`config.mk`:
```
export PLATFORM = sky130hd
export DESIGN_NAME = epm_pin_mux
export DESIGN_NICKNAME = d
export VERILOG_FILES = /design/src/epm_pkg.sv /design/src/epm_pin_mux.sv /design/src/epm_sync.sv
export SDC_FILE = /design/constraint.sdc
export NUM_CORES = 1
export LEC_CHECK = 0
export ABC_AREA = 1
export BUFFER_PORTS_ARGS = -buffer_cell sky130_fd_sc_hd__buf_4
export CAP_MARGIN = 30
export CELL_PAD_IN_SITES_DETAIL_PLACEMENT = 0
export CELL_PAD_IN_SITES_GLOBAL_PLACEMENT = 1
export CORE_MARGIN = 1
export CORE_UTILIZATION = 42
export CTS_BUF_LIST = sky130_fd_sc_hd__clkbuf_2
export CTS_CLUSTER_SIZE = 25
export DETAILED_ROUTE_END_ITERATION = 6
export HOLD_SLACK_MARGIN = 0.06
export PLACE_DENSITY_LB_ADDON = 0.1
export SLEW_MARGIN = 20
export SYNTH_ARGS = -nofsm -noshare
export SYNTH_HDL_FRONTEND = slang
export SYNTH_SLANG_ARGS = --single-unit
```
`constraint.sdc`:
```
create_clock -name ref_clk_in -period 1.82 [get_ports ref_clk_in]
set_input_delay 0.273 -clock ref_clk_in [delete_from_list [all_inputs] [get_ports ref_clk_in]]
set_output_delay 0.273 -clock ref_clk_in [all_outputs]
set_load 0.02 [all_outputs]
```
`src/epm_pkg.sv`:
```
// shared constants for the external interface pin multiplexer
package epm_pkg;

  // ----------------------------------------------------------------
  // select field
  // ----------------------------------------------------------------
  localparam int EPM_SEL_W = 3;
  localparam logic [2:0] EPM_SEL_RESET = 3'h0;
  localparam logic [2:0] EPM_SEL_GPIO = 3'h0;
  localparam logic [2:0] EPM_SEL_PRI = 3'h1;
  localparam logic [2:0] EPM_SEL_ALT = 3'h2;
  localparam logic [2:0] EPM_SEL_UART = 3'h3;
  localparam logic [2:0] EPM_SEL_MST = 3'h4;
  localparam logic [2:0] EPM_SEL_COEX = 3'h6;
  localparam logic [2:0] EPM_SEL_MAX = 3'h6;

  // ----------------------------------------------------------------
  // pad indices
  // ----------------------------------------------------------------
  localparam int EPM_NUM_PINS = 14;
  localparam int EPM_IDX_W = 4;
  localparam int PIN_WAKE = 0;
  localparam int PIN_IRQ = 1;
  localparam int PIN_DAT3 = 2;
  localparam int PIN_DAT2 = 3;
  localparam int PIN_DAT1 = 4;
  localparam int PIN_DAT0 = 5;
  localparam int PIN_CMD = 6;
  localparam int PIN_CCLK = 7;
  localparam int PIN_SCLK = 8;
  localparam int PIN_G15 = 9;
  localparam int PIN_G16 = 10;
  localparam int PIN_G18 = 11;
  localparam int PIN_TWC = 12;
  localparam int PIN_TWD = 13;

  // ----------------------------------------------------------------
  // peripheral widths and strap level
  // ----------------------------------------------------------------
  localparam int EPM_GPIO_W = 19;
  localparam int EPM_COEX_W = 7;
  localparam logic EPM_STRAP_SPI = 1'b1;

  // strap capture sequence, gray coded
  typedef enum logic [1:0]
  {
    EPM_ST_FILL1 = 2'b00,
    EPM_ST_FILL2 = 2'b01,
    EPM_ST_SAMPLE = 2'b11,
    EPM_ST_HELD = 2'b10
  } epm_strap_e;

endpackage

```
`src/epm_pin_mux.sv`:
```
// pin multiplexer between board pads and internal peripheral functions
`timescale 1ns/1ps
module epm_pin_mux
  import epm_pkg::*;
(
  input wire logic ref_clk_in,
  input wire logic arst_n_in,
  input wire logic [EPM_NUM_PINS-1:0] pad_in_in,
  input wire logic host_cfg_strap_in,
  output logic [EPM_NUM_PINS-1:0] pad_out_out,
  output logic [EPM_NUM_PINS-1:0] pad_oe_out,
  input wire logic sel_wr_in,
  input wire logic [EPM_IDX_W-1:0] sel_idx_in,
  input wire logic [EPM_SEL_W-1:0] sel_val_in,
  input wire logic [EPM_IDX_W-1:0] sel_rd_idx_in,
  output logic [EPM_SEL_W-1:0] sel_rd_val_out,
  output logic host_spi_out,
  output logic host_ready_out,
  input wire logic [EPM_GPIO_W-1:0] gpio_out_in,
  input wire logic [EPM_GPIO_W-1:0] gpio_oe_in,
  output logic [EPM_GPIO_W-1:0] gpio_in_out,
  output logic host_wake_input_out,
  input wire logic interrupt_request_n_in,
  input wire logic uart_txd_in,
  output logic uart_rxd_out,
  input wire logic bus_master_clock_drive_in,
  output logic bus_master_clock_line_out,
  input wire logic bus_master_data_drive_in,
  output logic bus_master_data_line_out,
  input wire logic bus_slave_clock_drive_in,
  output logic bus_slave_clock_line_out,
  input wire logic bus_slave_data_drive_in,
  output logic bus_slave_data_line_out,
  input wire logic [EPM_COEX_W-1:0] coexistence_signal_out_in,
  input wire logic [EPM_COEX_W-1:0] coexistence_signal_oe_in,
  output logic [EPM_COEX_W-1:0] coexistence_signal_line_out,
  input wire logic [3:0] card_data_out_in,
  input wire logic [3:0] card_data_oe_in,
  output logic [3:0] card_data_line_out,
  input wire logic card_command_out_in,
  input wire logic card_command_oe_in,
  output logic card_command_line_out,
  output logic card_clock_input_out,
  output logic slow_clock_out,
  input wire logic spi_miso_in,
  input wire logic spi_miso_oe_in,
  output logic spi_mosi_out,
  output logic chip_select_n_out,
  output logic spi_sck_out
);

  localparam int IN_W = 42;

  // push-pull and open-drain drive pairs {out, oe}
  function automatic logic [1:0] pp(input logic v);
    pp = {v, 1'b1};
  endfunction

  function automatic logic [1:0] od(input logic d);
    od = {1'b0, d};
  endfunction

  // first hit of a fixed-priority list, bit 0 highest, else idle level
  function automatic logic pick(input logic [2:0] hit, input logic [2:0] v,
                                input logic idle);
    pick = hit[0] ? v[0] : hit[1] ? v[1] : hit[2] ? v[2] : idle;
  endfunction

  logic [EPM_NUM_PINS-1:0][EPM_SEL_W-1:0] sel_ff;
  logic [EPM_NUM_PINS-1:0] pad_out_ff;
  logic [EPM_NUM_PINS-1:0] pad_oe_ff;
  logic [EPM_SEL_W-1:0] sel_rd_ff;
  logic [IN_W-1:0] in_ff;
  logic host_spi_ff;
  epm_strap_e strap_ff;
  logic first_ff;

  // ----------------------------------------------------------------
  // pad and strap synchronisers
  // ----------------------------------------------------------------
  logic [EPM_NUM_PINS:0] sync_w;
  logic [EPM_NUM_PINS-1:0] ps;
  logic strap_s;

  epm_sync #(.WIDTH(EPM_NUM_PINS + 1)) u_sync (
    .ref_clk_in(ref_clk_in),
    .arst_n_in(arst_n_in),
    .async_in({host_cfg_strap_in, pad_in_in}),
    .sync_out(sync_w)
  );

  assign ps = sync_w[EPM_NUM_PINS-1:0];
  assign strap_s = sync_w[EPM_NUM_PINS];

  // ----------------------------------------------------------------
  // select storage
  // ----------------------------------------------------------------
  wire sel_ok = sel_wr_in && (sel_idx_in < EPM_IDX_W'(EPM_NUM_PINS))
                && (sel_val_in <= EPM_SEL_MAX);
  wire rd_ok = sel_rd_idx_in < EPM_IDX_W'(EPM_NUM_PINS);

  // one write port, out-of-range index or value ignored
  always_ff @(posedge ref_clk_in or negedge arst_n_in)
  begin
    if (!arst_n_in)
      sel_ff <= '0;
    else if (sel_ok)
      sel_ff[sel_idx_in] <= sel_val_in;
  end

  always_ff @(posedge ref_clk_in or negedge arst_n_in)
  begin
    if (!arst_n_in)
      sel_rd_ff <= EPM_SEL_RESET;
    else
      sel_rd_ff <= rd_ok ? sel_ff[sel_rd_idx_in] : EPM_SEL_RESET;
  end

  // ----------------------------------------------------------------
  // strap capture after reset release
  // ----------------------------------------------------------------
  epm_strap_e nxt_strap;
  assign nxt_strap = (strap_ff == EPM_ST_FILL1) ? EPM_ST_FILL2 :
                     (strap_ff == EPM_ST_FILL2) ? EPM_ST_SAMPLE : EPM_ST_HELD;

  // strap is taken once, when the synchroniser has filled
  always_ff @(posedge ref_clk_in or negedge arst_n_in)
  begin
    if (!arst_n_in)
    begin
      strap_ff <= EPM_ST_FILL1;
      host_spi_ff <= 1'b0;
      first_ff <= 1'b1;
    end
    else
    begin
      strap_ff <= nxt_strap;
      first_ff <= 1'b0;
      if (strap_ff == EPM_ST_SAMPLE)
        host_spi_ff <= (strap_s == EPM_STRAP_SPI);
    end
  end

  wire host_ready = (strap_ff == EPM_ST_HELD);
  wire hs = host_ready && host_spi_ff;
  wire hc = host_ready && !host_spi_ff;

  // ----------------------------------------------------------------
  // per-pin select decode
  // ----------------------------------------------------------------
  logic [EPM_NUM_PINS-1:0] g, p, a, u, m, c;

  for (genvar i = 0; i < EPM_NUM_PINS; i++)
  begin : g_dec
    assign g[i] = sel_ff[i] == EPM_SEL_GPIO;
    assign p[i] = sel_ff[i] == EPM_SEL_PRI;
    assign a[i] = sel_ff[i] == EPM_SEL_ALT;
    assign u[i] = sel_ff[i] == EPM_SEL_UART;
    assign m[i] = sel_ff[i] == EPM_SEL_MST;
    assign c[i] = sel_ff[i] == EPM_SEL_COEX;
  end

  // ----------------------------------------------------------------
  // pad drive, unassigned selects fall through to off
  // ----------------------------------------------------------------
  logic [EPM_NUM_PINS-1:0][1:0] drv;
  wire [1:0] off = 2'b00;
  wire miso_en = hs && !ps[PIN_DAT1] && spi_miso_oe_in;

  assign drv[PIN_WAKE] = g[PIN_WAKE] ? {gpio_out_in[0], gpio_oe_in[0]} :
    u[PIN_WAKE] ? pp(uart_txd_in) : m[PIN_WAKE] ? od(bus_master_clock_drive_in) :
    c[PIN_WAKE] ? {coexistence_signal_out_in[0], coexistence_signal_oe_in[0]} :
    off;
  assign drv[PIN_IRQ] = g[PIN_IRQ] ? {gpio_out_in[2], gpio_oe_in[2]} :
    p[PIN_IRQ] ? pp(interrupt_request_n_in) :
    c[PIN_IRQ] ? {coexistence_signal_out_in[1], coexistence_signal_oe_in[1]} :
    off;
  assign drv[PIN_DAT3] = g[PIN_DAT3] ? {gpio_out_in[7], gpio_oe_in[7]} :
    p[PIN_DAT3] ? {card_data_out_in[3], card_data_oe_in[3]} :
    u[PIN_DAT3] ? pp(uart_txd_in) :
    c[PIN_DAT3] ? {coexistence_signal_out_in[2], coexistence_signal_oe_in[2]} :
    off;
  // shared host pins follow the strap, never the select
  assign drv[PIN_DAT2] = hc ? {card_data_out_in[2], card_data_oe_in[2]} :
    off;
  assign drv[PIN_DAT1] = hc ? {card_data_out_in[1], card_data_oe_in[1]} :
    off;
  assign drv[PIN_DAT0] = hc ? {card_data_out_in[0], card_data_oe_in[0]} :
    {spi_miso_in, miso_en};
  assign drv[PIN_CMD] = hc ? {card_command_out_in, card_command_oe_in} :
    off;
  assign drv[PIN_CCLK] = g[PIN_CCLK] ? {gpio_out_in[8], gpio_oe_in[8]} :
    c[PIN_CCLK] ? {coexistence_signal_out_in[3], coexistence_signal_oe_in[3]} :
    off;
  assign drv[PIN_SCLK] = g[PIN_SCLK] ? {gpio_out_in[1], gpio_oe_in[1]} :
    m[PIN_SCLK] ? od(bus_master_data_drive_in) :
    c[PIN_SCLK] ? {coexistence_signal_out_in[4], coexistence_signal_oe_in[4]} :
    off;
  assign drv[PIN_G15] = g[PIN_G15] ? {gpio_out_in[15], gpio_oe_in[15]} : off;
  assign drv[PIN_G16] = g[PIN_G16] ? {gpio_out_in[16], gpio_oe_in[16]} :
    a[PIN_G16] ? od(bus_master_clock_drive_in) : off;
  assign drv[PIN_G18] = g[PIN_G18] ? {gpio_out_in[18], gpio_oe_in[18]} : off;
  assign drv[PIN_TWC] = p[PIN_TWC] ? od(bus_slave_clock_drive_in) :
    m[PIN_TWC] ? od(bus_master_clock_drive_in) :
    c[PIN_TWC] ? {coexistence_signal_out_in[5], coexistence_signal_oe_in[5]} :
    off;
  assign drv[PIN_TWD] = p[PIN_TWD] ? od(bus_slave_data_drive_in) :
    m[PIN_TWD] ? od(bus_master_data_drive_in) :
    c[PIN_TWD] ? {coexistence_signal_out_in[6], coexistence_signal_oe_in[6]} :
    off;

  // registered pad drivers
  always_ff @(posedge ref_clk_in or negedge arst_n_in)
  begin
    if (!arst_n_in)
    begin
      pad_out_ff <= '0;
      pad_oe_ff <= '0;
    end
    else
    begin
      for (int i = 0; i < EPM_NUM_PINS; i++)
      begin
        pad_out_ff[i] <= drv[i][1];
        pad_oe_ff[i] <= drv[i][0];
      end
    end
  end

  // ----------------------------------------------------------------
  // peripheral inputs, each gated by its select or by the host strap, idle when unselected
  // ----------------------------------------------------------------
  wire [EPM_GPIO_W-1:0] gpio_hit = {g[PIN_G18] & ps[PIN_G18], 1'b0,
    g[PIN_G16] & ps[PIN_G16], g[PIN_G15] & ps[PIN_G15], 6'h00,
    g[PIN_CCLK] & ps[PIN_CCLK], g[PIN_DAT3] & ps[PIN_DAT3], 4'h0,
    g[PIN_IRQ] & ps[PIN_IRQ], g[PIN_SCLK] & ps[PIN_SCLK],
    g[PIN_WAKE] & ps[PIN_WAKE]};
  wire wake_hit = p[PIN_WAKE] & ps[PIN_WAKE];
  wire rxd_hit = pick({u[PIN_SCLK], u[PIN_CCLK], u[PIN_IRQ]},
    {ps[PIN_SCLK], ps[PIN_CCLK], ps[PIN_IRQ]}, 1'b1);
  wire mclk_hit = pick({a[PIN_G16], m[PIN_TWC], m[PIN_WAKE]},
    {ps[PIN_G16], ps[PIN_TWC], ps[PIN_WAKE]}, 1'b1);
  wire mdat_hit = pick({1'b0, m[PIN_TWD], m[PIN_SCLK]},
    {1'b0, ps[PIN_TWD], ps[PIN_SCLK]}, 1'b1);
  wire slow_hit = pick({1'b0, u[PIN_TWC], p[PIN_SCLK]},
    {1'b0, ps[PIN_TWC], ps[PIN_SCLK]}, 1'b0);
  wire sclk_hit = p[PIN_TWC] ? ps[PIN_TWC] : 1'b1;
  wire sdat_hit = p[PIN_TWD] ? ps[PIN_TWD] : 1'b1;
  wire [EPM_COEX_W-1:0] coex_hit = {c[PIN_TWD] & ps[PIN_TWD],
    c[PIN_TWC] & ps[PIN_TWC], c[PIN_SCLK] & ps[PIN_SCLK],
    c[PIN_CCLK] & ps[PIN_CCLK], c[PIN_DAT3] & ps[PIN_DAT3],
    c[PIN_IRQ] & ps[PIN_IRQ], c[PIN_WAKE] & ps[PIN_WAKE]};
  wire [3:0] card_hit = {p[PIN_DAT3] ? ps[PIN_DAT3] : 1'b1,
    hc ? ps[PIN_DAT2] : 1'b1, hc ? ps[PIN_DAT1] : 1'b1,
    hc ? ps[PIN_DAT0] : 1'b1};
  wire cmd_hit = hc ? ps[PIN_CMD] : 1'b1;
  wire cclk_hit = p[PIN_CCLK] & ps[PIN_CCLK];
  wire mosi_hit = hs & ps[PIN_DAT2];
  wire ssel_hit = hs ? ps[PIN_DAT1] : 1'b1;
  wire sck_hit = hs & ps[PIN_CMD];

  wire [IN_W-1:0] nxt_in = {gpio_hit, wake_hit, rxd_hit, mclk_hit, mdat_hit,
    sclk_hit, sdat_hit, coex_hit, card_hit, cmd_hit, cclk_hit, slow_hit,
    mosi_hit, ssel_hit, sck_hit};
  localparam logic [IN_W-1:0] IN_IDLE = {19'h0, 6'h1F, 7'h00, 4'hF, 6'h22};

  // registered peripheral inputs, idle levels during reset
  always_ff @(posedge ref_clk_in or negedge arst_n_in)
  begin
    if (!arst_n_in)
      in_ff <= IN_IDLE;
    else
      in_ff <= nxt_in;
  end

  assign {gpio_in_out, host_wake_input_out, uart_rxd_out,
    bus_master_clock_line_out, bus_master_data_line_out,
    bus_slave_clock_line_out, bus_slave_data_line_out,
    coexistence_signal_line_out, card_data_line_out, card_command_line_out,
    card_clock_input_out, slow_clock_out, spi_mosi_out, chip_select_n_out,
    spi_sck_out} = in_ff;
  assign pad_out_out = pad_out_ff;
  assign pad_oe_out = pad_oe_ff;
  assign sel_rd_val_out = sel_rd_ff;
  assign host_spi_out = host_spi_ff;
  assign host_ready_out = host_ready;
endmodule

```
`src/epm_sync.sv`:
```
// two flip-flop synchroniser for pad inputs
`timescale 1ns/1ps
module epm_sync
#(
  parameter int WIDTH = 1
)
(
  input wire logic ref_clk_in,
  input wire logic arst_n_in,
  input wire logic [WIDTH-1:0] async_in,
  output logic [WIDTH-1:0] sync_out
);

  logic [WIDTH-1:0] meta_ff;
  logic [WIDTH-1:0] sync_ff;

  // first stage feeds only the second stage
  always_ff @(posedge ref_clk_in or negedge arst_n_in)
  begin
    if (!arst_n_in)
    begin
      meta_ff <= '0;
      sync_ff <= '0;
    end
    else
    begin
      meta_ff <= async_in;
      sync_ff <= meta_ff;
    end
  end

  assign sync_out = sync_ff;

endmodule

```
# Word-level counts from Yosys, hierarchy flattened
# Index checks and enable logic that the tools add are counted.
[classes]
add_sub_neg = 0
mul = 0
div = 0
order_cmp = 6
eq_ne = 28
shifts = 0
mux = 56
n_bitwise = 19
reduce_logical = 18
[op_table]
columns = ["cell", "n"]
rows = [
  ["$mux 2", 30],
  ["$bwmux 42", 1],
  ["$eq 3x3->1 const B", 11],
  ["$logic_not 3->1", 8],
  ["$eq 3x1->1 const B", 7],
  ["$eq 3x2->1 const B", 7],
  ["$mux 1", 20],
  ["$and 1x1->1", 19],
  ["$bmux 3 s4", 1],
  ["$demux 3 s4", 1],
  ["$lt 4x5->1 const B", 2],
  ["$mux 3", 3],
  ["$lt 4x4->1 const B", 2],
  ["$logic_and 1x1->1", 7],
  ["$eq 2x2->1 const B", 2],
  ["$ge 4x1->1 const B", 1],
  ["$le 3x3->1 const B", 1],
  ["$eq 2x1->1 const B", 1],
  ["$logic_not 1->1", 2],
  ["$logic_not 2->1", 1],
]
[word_totals]
regBits = 137
latchBits = 0
ramBits = 0
mem_bits_ro = 0
input_bits = 99
output_inout_bits = 75
wordCells = 149
memories = 0

# Depth between registers and ports, before layout
[depth]
word_depth = 5
mapped_depth = 9
mapped_depth_nobuf = 8

# By module
# A second synthesis with hierarchy kept.
[hier_totals]
hier_cells = 597
hier_area_um2 = 5566.6
[by_module_without_submodules]
columns = ["module", "n_inst", "cells_per_inst", "area_each_um2", "seq_area_each_um2"]
rows = [
  ["epm_pin_mux", 1, 567, 4815.9, 2691.3],
  ["epm_sync", 1, 30, 750.7, 750.7],
]

# Worst setup path after synthesis
# Ideal clock, no wire load.
[synth_path]
kind = "register -> register"
startpoint = "reg strap_ff[0]"
endpoint = "reg in_ff[6]"
setup_ns = 0.084
arrival_ns = 1.017
required_time_ns = 1.736
setup_slack_ns = 0.719
stages_incl_launch_ff = 4
path_buffers = 0
period_less_slack_ns = 1.101
cell_sequence = "dfrtp_1 -> nor2_4 -> nand2_2 -> or2_2"
[synth_between]
elab_chain_cells = 3
[synth_rtl]
columns = ["item", "line_no", "text"]
rows = [
  ["start: declaration", "epm_pin_mux.sv:75", "epm_strap_e strap_ff;"],
  ["start signal: assignment", "epm_pin_mux.sv:137", "strap_ff <= nxt_strap;"],
  ["$eq 2x2->1", "epm_pin_mux.sv:144", "wire host_ready = (strap_ff == EPM_ST_HELD);"],
  ["via host_ready_out", "epm_pin_mux.sv:18", "output logic host_ready_out,"],
  ["$logic_and 1x1->1", "epm_pin_mux.sv:146", "wire hc = host_ready && !host_spi_ff;"],
  ["$mux 1", "epm_pin_mux.sv:255", "hc ? ps[PIN_DAT0] : 1'b1};"],
  ["via card_hit[0]", "epm_pin_mux.sv:253", "wire [3:0] card_hit = {p[PIN_DAT3] ? ps[PIN_DAT3] : 1'b1,"],
  ["end signal: assignment", "epm_pin_mux.sv:273", "in_ff <= nxt_in;"],
  ["end: declaration", "epm_pin_mux.sv:73", "logic [IN_W-1:0] in_ff;"],
]
# The timed path passes the listed nets, and every way through them passes these cells.
# A chain may end at the register's enable or synchronous reset.

# Final worst setup path
[layout_path]
startpoint = "reg sel_ff[26] (netlist name)"
endpoint = "reg sel_rd_ff[2], in the netlist sel_rd_val_out[2]"
[layout_between]
elab_chain_cells = 3
[layout_rtl]
columns = ["item", "line_no", "text"]
rows = [
  ["start: declaration", "epm_pin_mux.sv:69", "logic [EPM_NUM_PINS-1:0][EPM_SEL_W-1:0] sel_ff;"],
  ["start signal: indexed assignment", "epm_pin_mux.sv:108", "sel_ff[sel_idx_in] <= sel_val_in;"],
  ["$bmux 3 s4", "epm_pin_mux.sv:116", "sel_rd_ff <= rd_ok ? sel_ff[sel_rd_idx_in] : EPM_SEL_RESET;"],
  ["$mux 3 (implied by the code)", "epm_pin_mux.sv:116", ""],
  ["$mux 3", "epm_pin_mux.sv:116", ""],
  ["end signal: assignment", "epm_pin_mux.sv:116", ""],
  ["end: declaration", "epm_pin_mux.sv:72", "logic [EPM_SEL_W-1:0] sel_rd_ff;"],
]
# No other way between the ends. The select of a mux whose other input is x is not followed.

==> metrics <==
EDFF count, synth 0; fin util 60.53%; min-delay worst type in -> reg; Layout Cells excl Fill 1006; worst vdd ir 0.5216 mV; Rel. slew slack 60.84%; Flop pwr share 52.1%; initial antenna violation count 0; CP bufs+invs 2; placed cells 897; sw frac 33.36%; DIE AREA 13690 µm²; H-tree levels 4; router iterations before antenna repair 4; CP cell instances inv_1, nand2_1, nand3_1, nand2_1, nand2_1, nand2_1, nand2_1, dlygate4sd3_1, nand2_1; nets 920; fmax 0.5762 GHz; ys flop type dfrtp_1; Tmin final 1.735 ns; grt ovf 0; num rows 41; CP top delay family buffers and inverters; synth top area cells dfrtp_1 (57%), nand2_1 (9.2%), inv_1 (6.2%), dfstp_2 (5.2%), nand3_1 (4.5%); Initial Util 43.50%; library cells used by synthesis 31; RSZ-0062 raised after global routing yes; port bufs 140; Clock Sinks 137; Antenna Violating Nets Remaining 0; CTS buffer count 17; Slew Limit Fails 0; post-route cell area 7732 µm²; CTS root buf clkbuf_2; first-pass GRT wire length 20.26 mm; layout cells sized above 1 between 20% and 30%; clk buf depth 2; static leakage ~4.1 nW; synthesized flop and latch total 137; Synth area leader dfrtp_1; core box area 12770 µm²; routed vias 4607; crit path DAT around 2.3 ns; Synth Warn # 0; cells after synthesis 594; hold_ws approximately 0.12 ns; residual DRC count 0; GRT Total Usage 20.06%; CTS tree yes; critical path required time roughly 2.4 ns; share of the yosys chip area belonging to registers 61.95%; vias per std cell 4.580; die height 117.0 µm; PD cells 936.8 nW/µm²; DR iter-0 viols 233; Worst path max stage delay roughly 0.54 ns; Detailed Place HPWL 9.092 mm; crit path max fanout 6; status finished, final reports clean; Synth top area share 56.74%; critical path type reg -> reg; largest net degree at the start of global routing 53; clock share of power a little over a fifth; Worst-Skew Late Latency a little over 0.7 ns; crit path capture type flop; Logic pwr share 26.5%; most common library cells after synthesis nand2_1 (136), dfrtp_1 (126), inv_1 (92); I/O pin total 174; Syn-to-layout area delta 39.16%; post-synthesis async set-or-reset flop share 100.0%; P_int between 0.004 and 0.005 W; WL final ~13 mm; fin crit share 95.35%; synthesized area per cell 9.355 µm²; PnR worst setup slack 0.08462 ns; vias in the first global route 4306; Slew @ Worst Pin between 0.5 and 0.6 ns; Crit-path slowest cell dlygate4sd3_1; final setup vio count 0; count leader, synth nand2_1; clock skew roughly 0.022 ns; gpl congestion 0.7889; Routed wire per std cell 12.84 µm; max_cap viols 0; Reg clk slew, reported paths 0.21 ns; Post-Synthesis Cell Area 5557 µm²; DIE WIDTH 117.0 µm; Hold Fails Final Rpt 0; startpoint types flop; worst slack, placed between 0.4 and 0.5 ns; P_sw 0.002416 W; CP dominant cell by count nand2_1; placed cell areas between 6000 and 7000 µm²; # diodes 0
flip-flops by register name, summed over array words and instances, names as in the netlist:
name	flops
host_spi_out	1
in_ff	31
pad_oe_out	14
pad_out_out	14
sel_ff	42
sel_rd_val_out	3
strap_ff	2
u_sync.meta_ff	15
u_sync.sync_out	15
logic make-up after synthesis:
logic type             count (synthesis)  synth area share, %
AOI/OAI and AO/OA                     70                6.958
buffers and inverters                118                9.345
DFF                                  137                61.95
other                                  1              0.06749
and+or+nand+nor                      268                21.68
power by group through the flow:
stage,clock network (W),registers [W],logic (W)
CTS,0.00162,0.00377,0.00193
global route,0.00172,0.00383,0.00215
finish,0.00155,0.00377,0.00192
global placement,0,0.00381,0.00169
floorplan,0,0.00402,0.000787
detailed placement,0,0.00383,0.00172
layer usage:
| layer | track usage (%) | wire, µm | part of all wire, % | up-vias |
|---|---|---|---|---|
| met5 | 0 | 0 | 0 | - |
| met4 | 7.089 | 198 | 1.5 | 0 |
| met3 | 5.458 | 761 | 5.9 | 16 |
| met2 | 33.33 | 6173 | 48 | 135 |
| met1 | 25.32 | 5783 | 45 | 2161 |
| li1 | - | - | - | 2295 |
layout make-up:
cell class	instances	area, µm²
clock buffer	17	85.08
timing repair buffer	221	1889
fill	1139	5041
sequential	137	3443
clock inverter	15	110.1
multi-input combinational	349	1633
tap	172	215.2
inverter	95	356.6
layout by cell type (no fill, tap or decap), drive strengths merged:
master       instances
o21a                 1
o221ai               3
nor3b                1
dfrtp              126
o2111ai              2
o211ai               3
clkbuf              17
a21oi                4
or2                  1
buf                147
nand4                5
inv                 96
nand3               50
o21ai               54
clkinvlp             5
nor4                 5
nor2                52
o22ai                3
dfstp               11
bufinv               1
nor3                 6
nand2              148
dlygate4sd3         74
conb                11
clkinv               8
stage by stage:
| step | TNS (ns) | power (W) |
|---|---|---|
| CTS | 0 | 0.007323 |
| detailed placement | 0 | 0.005547 |
| global placement | 0 | 0.005498 |
| floorplan | 0 | 0.004806 |
| global route | -0.03602 | 0.007705 |
| finish | 0 | 0.007244 |
tightest hold or removal path, cell delays in order:
cell     delay [ns]
buf_4          0.08
inv_1          0.25
o21ai_2        0.21
worst paths after layout:
path / from / to / slack (ns) / cells past startpoint
min in group asynchronous: arst_n_in / sel_ff[0] / 0.60 / 3
max in group asynchronous: arst_n_in / in_ff[9] / 0.61 / 4
worst max-delay path: sel_ff[26] / sel_rd_val_out[2] / 0.08 / 9
worst min-delay path: sel_val_in[2] / sel_ff[14] / 0.12 / 3
worst max register to register: sel_ff[26] / sel_rd_val_out[2] / 0.08 / 9
worst min register to register: u_sync.meta_ff[3] / u_sync.sync_out[3] / 0.37 / 0
what timing repair did:
item,in CTS,in global routing
cloned,0,0
hold buffers,74,0
buffers inserted,2,1
gates resized for setup,2,2
endpoints found under the hold margin,219,0
pin swaps,1,1
setup endpoints to repair,1,3
Power figures use the tool's default switching activity.
